`config.mk`:
```
export PLATFORM = sky130hd
export DESIGN_NAME = dscp_port
export DESIGN_NICKNAME = d
export VERILOG_FILES = /design/src/core/dscp_pkg.sv /design/src/core/dscp_sync.sv /design/src/core/dscp_port.sv
export SDC_FILE = /design/constraint.sdc
export NUM_CORES = 1
export LEC_CHECK = 0
export ABC_AREA = 1
export BUFFER_PORTS_ARGS = -buffer_cell sky130_fd_sc_hd__buf_4
export CORE_MARGIN = 2
export CORE_UTILIZATION = 57
export DETAILED_ROUTE_END_ITERATION = 6
export PLACE_DENSITY = 0.8
export SETUP_SLACK_MARGIN = 0.3
export SLEW_MARGIN = 5
export SYNTH_ARGS = -nofsm -noshare
export SYNTH_HDL_FRONTEND = slang
export SYNTH_SLANG_ARGS = --single-unit
```
`constraint.sdc`:
```
create_clock -name clk -period 1.9 [get_ports clk]
set_input_delay 0.38 -clock clk [delete_from_list [all_inputs] [get_ports clk]]
set_output_delay 0.38 -clock clk [all_outputs]
set_load 0.02 [all_outputs]
```
`src/core/dscp_pkg.sv`:
```
package dscp_pkg;

  // ****************************************
  // instruction byte layout
  // ****************************************
  localparam int        BYTE_W        = 8;
  localparam logic [2:0] BIT_LAST     = 3'h7;
  localparam int        INSTR_RW_BIT  = 7;
  localparam int        CNT_HI_BIT    = 6;
  localparam int        CNT_LO_BIT    = 5;
  localparam int        ADDR_HI_BIT   = 4;
  localparam logic       DIR_READ     = 1'b1;

  // ****************************************
  // address space and port configuration
  // ****************************************
  localparam logic [4:0] ADDR_MIN      = 5'h00;
  localparam logic [4:0] ADDR_MAX      = 5'h1F;
  localparam logic [4:0] CFG_ADDR      = 5'h00;
  localparam int         CFG_ORDER_BIT = 6;
  localparam logic       ORDER_RESET   = 1'b0;

  // ****************************************
  // timing
  // ****************************************
  localparam int CLK_MHZ       = 250;
  localparam int SCLK_MAX_MHZ  = 20;
  // shortest serial clock half period in system clocks, rounded down
  localparam int SCLK_HALF_CYC = CLK_MHZ / (2 * SCLK_MAX_MHZ);
  localparam int SYNC_STAGES   = 2;

  typedef enum logic [1:0] {DSCP_INSTR, DSCP_DATA, DSCP_DONE} dscp_state_t;

endpackage : dscp_pkg

```
`src/core/dscp_sync.sv`:
```
`timescale 1ns/1ps

// ****************************************
// pin synchroniser
// ****************************************
module dscp_sync #(
  parameter int WIDTH  = 4,
  parameter int STAGES = 2
) (
  // clock and reset
  input  wire logic             clk,
  input  wire logic             reset,
  // asynchronous in, synchronous out
  input  wire logic [WIDTH-1:0] async_in,
  output logic      [WIDTH-1:0] sync_out
);

  logic [WIDTH-1:0] stage_reg [STAGES];

  // refused at elaboration, not at run time
  if (STAGES < 2 || WIDTH < 1) begin : g_bad_cfg
    $error("dscp_sync: needs two stages and one bit at least");
  end

  // first stage feeds only the next stage
  always_ff @(posedge clk) begin
    if (reset) begin
      for (int i = 0; i < STAGES; i++) begin
        stage_reg[i] <= '0;
      end
    end else begin
      stage_reg[0] <= async_in;
      for (int i = 1; i < STAGES; i++) begin
        stage_reg[i] <= stage_reg[i-1];
      end
    end
  end

  assign sync_out = stage_reg[STAGES-1];

endmodule : dscp_sync

```
`src/core/dscp_port.sv`:
```
`timescale 1ns/1ps
module dscp_port
  import dscp_pkg::*;
#(
  parameter int ADDR_W = 5
) (
  // clock and reset
  input  wire logic              clk,
  input  wire logic              reset,
  // serial pins
  input  wire logic              sclk,
  input  wire logic              cs_n,
  input  wire logic              sdio_in,
  output logic                   sdio_out,
  output logic                   sdio_oe,
  input  wire logic              port_reset_strap_pin,
  // register file side
  output logic                   cfg_wr_pulse,
  output logic      [ADDR_W-1:0] cfg_waddr,
  output logic      [BYTE_W-1:0] cfg_wdata,
  output logic      [ADDR_W-1:0] cfg_raddr,
  input  wire logic [BYTE_W-1:0] cfg_rdata,
  // status
  output logic                   bit_order_select
);

  // ****************************************
  // checks and synchronisers
  // ****************************************
  // refused at elaboration, not at run time
  if (ADDR_W != 5 || SCLK_HALF_CYC < SYNC_STAGES + 2) begin : g_bad_cfg
    $error("dscp_port: address width or clock ratio not supported");
  end

  logic [3:0]        pins_s;
  logic              sclk_s;
  logic              cs_s;
  logic              sdio_s;
  logic              strap_s;
  logic              sclk_d_reg;
  logic              rise;
  logic              fall;
  logic              active;
  dscp_state_t       state_reg;
  logic [2:0]        bit_cnt_reg;
  logic [1:0]        left_reg;
  logic              read_reg;
  logic [ADDR_W-1:0] addr_reg;
  logic [ADDR_W-1:0] addr_next;
  logic [BYTE_W-1:0] rx_reg;
  logic [BYTE_W-1:0] rx_next;
  logic [BYTE_W-1:0] tx_reg;
  logic              order_reg;
  logic              out_reg;
  logic              wr_reg;
  logic [ADDR_W-1:0] waddr_reg;
  logic [BYTE_W-1:0] wdata_reg;
  logic              byte_end;
  logic              instr_end;

  dscp_sync #(
    .WIDTH  (4),
    .STAGES (SYNC_STAGES)
  ) u_sync (
    .clk      (clk),
    .reset    (reset),
    .async_in ({port_reset_strap_pin, sdio_in, cs_n, sclk}),
    .sync_out (pins_s)
  );

  assign {strap_s, sdio_s, cs_s, sclk_s} = pins_s;

  always_ff @(posedge clk) begin
    if (reset) begin
      sclk_d_reg <= 1'b0;
    end else begin
      sclk_d_reg <= sclk_s;
    end
  end

  // ****************************************
  // edges and shift helpers
  // ****************************************
  // edge choice
  assign rise     = sclk_s & ~sclk_d_reg;
  assign fall     = ~sclk_s & sclk_d_reg;
  // cycle gating, strap also holds the port idle
  assign active   = ~cs_s & ~strap_s;
  assign byte_end = active & rise & (bit_cnt_reg == BIT_LAST);
  assign instr_end = byte_end & (state_reg == DSCP_INSTR);
  assign rx_next  = order_reg ? {sdio_s, rx_reg[BYTE_W-1:1]}
                              : {rx_reg[BYTE_W-2:0], sdio_s};

  always_comb begin
    addr_next = addr_reg;
    if (order_reg) begin
      if (addr_reg != ADDR_MAX) addr_next = addr_reg + 5'h01;
    end else begin
      if (addr_reg != ADDR_MIN) addr_next = addr_reg - 5'h01;
    end
  end

  // ****************************************
  // cycle sequencing
  // ****************************************
  // leaving the cycle restarts the instruction phase
  always_ff @(posedge clk) begin
    if (reset || !active) begin
      state_reg   <= DSCP_INSTR;
      bit_cnt_reg <= 3'h0;
      left_reg    <= 2'h0;
      read_reg    <= 1'b0;
      addr_reg    <= ADDR_MIN;
      rx_reg      <= 8'h00;
    end else if (rise) begin
      bit_cnt_reg <= bit_cnt_reg + 3'h1;
      unique case (state_reg)
        DSCP_INSTR: begin
          rx_reg <= rx_next;
          if (bit_cnt_reg == BIT_LAST) begin
            state_reg <= DSCP_DATA;
            read_reg  <= rx_next[INSTR_RW_BIT];
            left_reg  <= rx_next[CNT_HI_BIT:CNT_LO_BIT];
            addr_reg  <= rx_next[ADDR_HI_BIT:0];
          end
        end
        DSCP_DATA: begin
          rx_reg <= rx_next;
          if (bit_cnt_reg == BIT_LAST) begin
            if (left_reg == 2'h0) begin
              state_reg <= DSCP_DONE;
            end else begin
              left_reg <= left_reg - 2'h1;
              addr_reg <= addr_next;
            end
          end
        end
        DSCP_DONE: begin
          rx_reg <= rx_reg;
        end
      endcase
    end
  end

  // ****************************************
  // write commit
  // ****************************************
  // commit per byte, only whole bytes reach here
  always_ff @(posedge clk) begin
    if (reset) begin
      wr_reg    <= 1'b0;
      waddr_reg <= ADDR_MIN;
      wdata_reg <= 8'h00;
    end else begin
      wr_reg <= byte_end && state_reg == DSCP_DATA && !read_reg;
      if (byte_end && state_reg == DSCP_DATA && !read_reg) begin
        waddr_reg <= addr_reg;
        wdata_reg <= rx_next;
      end
    end
  end

  // local copy of the bit order, changes as soon as its byte lands
  always_ff @(posedge clk) begin
    if (reset) begin
      order_reg <= ORDER_RESET;
    end else if (byte_end && state_reg == DSCP_DATA && !read_reg
                 && addr_reg == CFG_ADDR) begin
      order_reg <= rx_next[CFG_ORDER_BIT];
    end
  end

  // ****************************************
  // read shifting
  // ****************************************
  // output bits change on falling edges; read data must settle
  // within one system clock of cfg_raddr, well inside a half period
  always_ff @(posedge clk) begin
    if (reset) begin
      tx_reg  <= 8'h00;
      out_reg <= 1'b0;
    end else if (active && fall && state_reg == DSCP_DATA && read_reg) begin
      if (bit_cnt_reg == 3'h0) begin
        tx_reg  <= cfg_rdata;
        out_reg <= order_reg ? cfg_rdata[0] : cfg_rdata[BYTE_W-1];
      end else begin
        tx_reg  <= order_reg ? (tx_reg >> 1) : (tx_reg << 1);
        out_reg <= order_reg ? tx_reg[1] : tx_reg[BYTE_W-2];
      end
    end
  end

  // one pin, driven only while reading data
  assign sdio_oe          = active && state_reg == DSCP_DATA && read_reg;
  assign sdio_out         = out_reg;
  // every address reachable for both directions
  assign cfg_raddr        = addr_reg;
  assign cfg_wr_pulse     = wr_reg;
  assign cfg_waddr        = waddr_reg;
  assign cfg_wdata        = wdata_reg;
  assign bit_order_select = order_reg;
endmodule : dscp_port

```
Word-level counts from Yosys, hierarchy flattened
Memory sizes are Yosys's and may differ from the RTL's.
Index checks and enable logic that the tools add are counted.

operators by class
  add/subtract/negate cells = 4
  equality and inequality tests = 10
  muxes and demuxes = 27
  bitwise operators = 12
  reduce and logical (&&, ||, !) cells = 23

operator list
  operator             number
  $mux 8               4
  $mux 5               6
  $mux 2               6
  $pmux 5 s2           1
  $reduce_and 5->1     2
  $logic_and 1x1->1    8
  $mux 4               2
  $ne 2x2->1 const B   4
  $pmux 2 s2           2
  $reduce_and 7->1     1
  $mux 1               6
  $ne 3x3->1 const B   2
  $add 5x1->5 const B  1
  $and 1x1->1          5
  $logic_not 5->1      1
  $ne 5x5->1 const B   1
  $not 1->1            5
  $reduce_bool 5->1    1
  $sub 5x1->5 const B  1
  $logic_not 2->1      2
  $add 3x1->3 const B  1
  $eq 3x3->1 const B   1
  $logic_not 3->1      1
  $reduce_and 3->1     1
  other kinds (9)      11

storage, ports and cells
  register bits = 46
  RAM bits = 8
  memories = 1

memories
  memory            depth  bits a word  read ports  clocked after Yosys merged registers in  wr ports  RTL line         source
  u_sync.stage_reg  2      4            2           0                                        2         dscp_sync.sv:18  logic [WIDTH-1:0] stage_reg [STAGES];

Logic depth before layout (Yosys ltp)
  word-level depth = 7
  mapped depth = 10

Cells and area by module
A second synthesis with hierarchy kept.

second synthesis, totals
  cell total of the unflattened synthesis = 373
  area total of the unflattened synthesis = 2,668.8 um2

by module, submodules not included
  module     instances  cells each  area each (um2)
  dscp_port  1          344         2,407.3
  dscp_sync  1          29          261.5

Least setup slack after synthesis
Ideal clock, no wire load.

  path type = register to register
  start = register addr_reg[0], in the netlist cfg_raddr[0]
  end = register addr_reg[4], in the netlist cfg_raddr[4]
  library setup time = 113 ps
  data arrival time = 1,526 ps
  data required time = 1,787 ps
  setup slack = 261 ps
  cell stages (with the launch flop) = 11
  buffers on the path = 0
  period minus slack after synthesis = 1,639 ps
  cell sequence = dfxtp_1 inv_1 fa_1 inv_1 nand3_1 nand2_1 nand2_1 nand3_1 nand2_1 nor2_1 nor2_1

between the ends
  longest elaborated chain between the ends = 6

ends and longest elaborated chain
  item                                               RTL line                          source
  from (decl)                                        dscp_port.sv:48                   logic [ADDR_W-1:0] addr_reg;
  from (signal assigned)                             dscp_port.sv:124                  addr_reg <= rx_next[ADDR_HI_BIT:0];
  from (signal assigned)                             dscp_port.sv:134                  addr_reg <= addr_next;
  $sub 5x1->5 / $add 5x1->5 (equally long branches)  dscp_port.sv:99, dscp_port.sv:97
  $mux 5, on equally long branches                   dscp_port.sv:99, dscp_port.sv:97
  $mux 5                                             dscp_port.sv:96                   if (order_reg) begin
  $mux 5                                             dscp_port.sv:130                  if (left_reg == 2'h0) begin
  $mux 5                                             dscp_port.sv:129                  if (bit_cnt_reg == BIT_LAST) begin
  $pmux 5 s2                                         dscp_port.sv:117                  unique case (state_reg)

Several ways; a longest one is shown, not always the timed one. The select of a mux whose other input is x is not followed.
A chain may end at the register's enable or synchronous reset.

Worst setup path after layout
  start = register order_reg, in the netlist bit_order_select
  end = output bit_order_select

RTL lines
  item                    RTL line          source
  from (decl)             dscp_port.sv:53   logic order_reg;
  from (signal assigned)  dscp_port.sv:169  order_reg <= rx_next[CFG_ORDER_BIT];
  to (decl)               dscp_port.sv:24   output logic bit_order_select

No word-level cell between the ends.

==> impl.org <==
** Synth
- Fraction of the yosys area taken by sequential cells :: 41.7%
- Counting flops and latches in the post-synthesis netlist gives 54.
- Share of synthesized cell area in and, or, nand and nor gates :: 23.6%
- Multiplexer share of the synthesized area :: 0%
- The synthesized netlist devotes 19.4% of its cell area to compound gates.
- Summing the areas of all xor and xnor instances in the mapped netlist gives 0% of the synthesized area.
- Biggest area contributors in the synthesized netlist :: sky130_fd_sc_hd__dfxtp_1, sky130_fd_sc_hd__o21ai_0, sky130_fd_sc_hd__nand2_1
- The mapped netlist covers 2590 µm².
- The synthesized design devotes to its leading area cell type 41.7% of total area.
- Arithmetic-cell share of the synthesized area counting full adders, half adders and majority gates :: 4.15%
- Synth Area per Inst :: 7.12 µm²
- Top cell type by total area after synthesis :: sky130_fd_sc_hd__dfxtp_1
- Counting distinct cell types in the post-synthesis netlist gives 29.
- Cells after synthesis :: 364
- Counting every net in the synthesized netlist gives 386.
- Syn. warnings :: 0
- After synthesis, the largest family of logic cells by area is simple AND/OR/NAND/NOR gates.

** Route
- The final route contains 2423 vias.
- Once detail routing completed, the nets flagged for antenna violations numbered 0.
- Dividing the detail-routed wire length by the instance count gives 12.7 µm.
- After the first detailed-routing iteration, the DRC count stood at 196.
- Number of optimization iterations in the first detailed-route pass :: 5
- The final layout contains routed wiring with a total length of 5.78 mm.
- For this run, design rule violations remaining after detail routing come to 0.
- Vias per cell :: 5.33

** Global routing
- In the global route stage, overall resource usage came out at 23.2%.
- Largest net degree at the start of global routing :: 30
- Global-route wire length before repair :: 9.52 mm
- The initial antenna violation count was 0.
- The number of global-route vias before repair came to 2053.
- After global routing the overflow that remains totals 0.

** Placement
- Routability-driven placement congestion ratio :: 0.903
- Number of buffers inserted by port buffering :: 35
- Placed wire-length estimate after detailed placement :: 3.84 mm
- OpenSTA, run right after detailed placement, puts the worst setup slack at 0.301 ns.
- The number of placed instances, taps included, is 440.

** Setup path
- Along the worst path, the maximum fanout reaches 29.
- Type of the setup path with the least slack :: flip-flop to primary output
- The worst setup path is captured at a primary output.
- For the worst setup path, the data arrival time is 1.19 ns.
- CP Launch Type :: flip-flop
- Endpoint required time on the critical path :: 1.52 ns

** Timing
- The final critical path takes up 82.6% of the cycle.
- Setup TNS :: 0 ns
- Max Transition Viols Final :: 0
- Static timing analysis puts the maximum clock frequency at 637 MHz.
- Relative slew margins :: 64.1%
- Final WS setup :: 0.330 ns
- At the pin with the least slew margin, the transition time is 0.538 ns.
- Shortest period the worst path allows :: 1.57 ns
- RSZ-0062 raised after global routing :: yes
- Number of setup violations in the final report :: 0
- Hold Vio Cnt, Final :: 0
- Between clock sinks in the finished design, the worst skew comes to 0.00575 ns.

** Clock tree
- Max H-tree Level :: 2
- Clock buffer depth :: 2
- Counting the buffers created by CTS gives 5.
- The clock reaches the later pin of the worst-skew pair after 0.31 ns.
- Clock tree from TritonCTS :: done
- For this design, the CTS-stage hold fixing added 0 buffers.
- Clock sink total :: 54
- Root Buffer :: sky130_fd_sc_hd__clkbuf_8
- Clock-pin slew of the registers on the worst-case setup and hold paths :: 0.09 ns

** Floorplanning
- Core Rows :: 24
- Floorplan die width :: 71.4 µm
- Die area :: 5100 µm²
- In this run the standard cell core region covers 4350 µm².
- Die height :: 71.4 µm
- Effective utilization at floorplan :: 59.5%
- Total I/O pin count :: 36

** Cells and area
- Of the cells placed in the final design, the portion with a size suffix greater than 1 is 20.8%.
- Count of inserted antenna diode cells :: 0
- Post-synthesis to final-layout area growth :: 19.9%
- Leaving out fill and tap cells, the most frequent cells in the layout are sky130_fd_sc_hd__nand2_1, sky130_fd_sc_hd__inv_1, sky130_fd_sc_hd__nor2_1, sky130_fd_sc_hd__o21ai_0, sky130_fd_sc_hd__dfxtp_1.
- Final instance count without filler cells :: 455
- Leaving out fill and tap cells, the most frequent cell in the layout is sky130_fd_sc_hd__nand2_1.
- Number of nets at the end of the flow :: 424

** Job
- The tool flagged a number of max-cap violations equal to 0.

** Hold path
- The path class of the tightest hold or removal check is input port to flip-flop.

** Power
- In this run the power density over the cells is 663 nW/µm².
- IR analysis of the VDD net gives a maximum drop of 0.446 mV.
- For this design the static power due to leakage is 1.41 nW.
- After layout, the design draws a total of 2.06 mW.

** Status
- The run finished with clean final reports.
final cells by class:
class / instances / area, µm²
Multi-Input combinational cell: 240 / 1270
Fill cell: 371 / 1240
Sequential cell: 54 / 1090
Timing Repair Buffer: 44 / 334
Inverter: 57 / 229
Clock buffer: 5 / 68.8
Tap cell: 52 / 65.1
Clock inverter: 3 / 43.8
worst paths after layout:
path	startpoint	to	slack, ns	cells past startpoint
setup / recovery	bit_order_select	bit_order_select	0.33	2
setup reg to reg	bit_order_select	cfg_raddr[3]	0.37	8
hold / removal	port_reset_strap_pin	u_sync.stage_reg[0][3]	0.27	3
hold reg to reg	u_sync.stage_reg[0][3]	u_sync.stage_reg[0][7]	0.41	2
stage by stage:
step / hold slack (ns) / instance area (µm²) / utilization (%)
3_3_place_gp: 0.390 / 2870 / 65.9
3_5_place_dp: 0.395 / 2870 / 65.9
6_report: 0.269 / 3110 / 71.4
4_1_cts: 0.260 / 3000 / 68.9
2_1_floorplan: 0.388 / 2590 / -
5_1_grt: 0.266 / 3110 / 71.4
worst max-delay path, stage by stage, from the launching register on:
cell and delay [ns]:
sky130_fd_sc_hd__dfxtp_2 0.39, sky130_fd_sc_hd__buf_4 0.29, sky130_fd_sc_hd__buf_4 0.20
where the power goes:
group	leakage (nW)	total [mW]	internal (mW)	switching, mW
clock	0.0585	0.779	0.395	0.384
combinational	0.908	0.130	0.0495	0.0806
sequential	0.441	1.15	1.14	0.00857
total	1.41	2.06	1.59	0.473
cell usage after synthesis, drive strengths merged:
cell,count
inv,57
buf,11
a21oi,32
o21a,3
a31oi,3
or2,3
nand4,2
fa,1
ha,7
nand3,17
nor2,53
a211oi,1
dfxtp,54
o21ai,57
nand3b,2
clkbuf,3
nand2,58
cell families after synthesis:
| family | count (synthesis) |
|---|---|
| AND/OR/NAND/NOR | 135 |
| buffers and inverters | 71 |
| flip-flops | 54 |
| adder cells (fa/ha/maj) | 8 |
| AO/OA/AOI/OAI | 96 |
layer usage:
layer	track usage (%)	routed length, µm	up-vias	part of all wire [%]
li1	-	-	1238	-
met1	34.6	2620	1070	45
met2	34.9	2660	108	46
met3	3.80	440	7	7.6
met4	6.71	59	0	1.0
met5	0	0	-	0
timing repair:
action / CTS / global route
setup buffers: 1 / 5
pin swaps: 1 / 3
gates cloned: 0 / 1
endpoints found under the setup margin: 3 / 32
resized for setup: 5 / 21
Power figures use the tool's default switching activity.
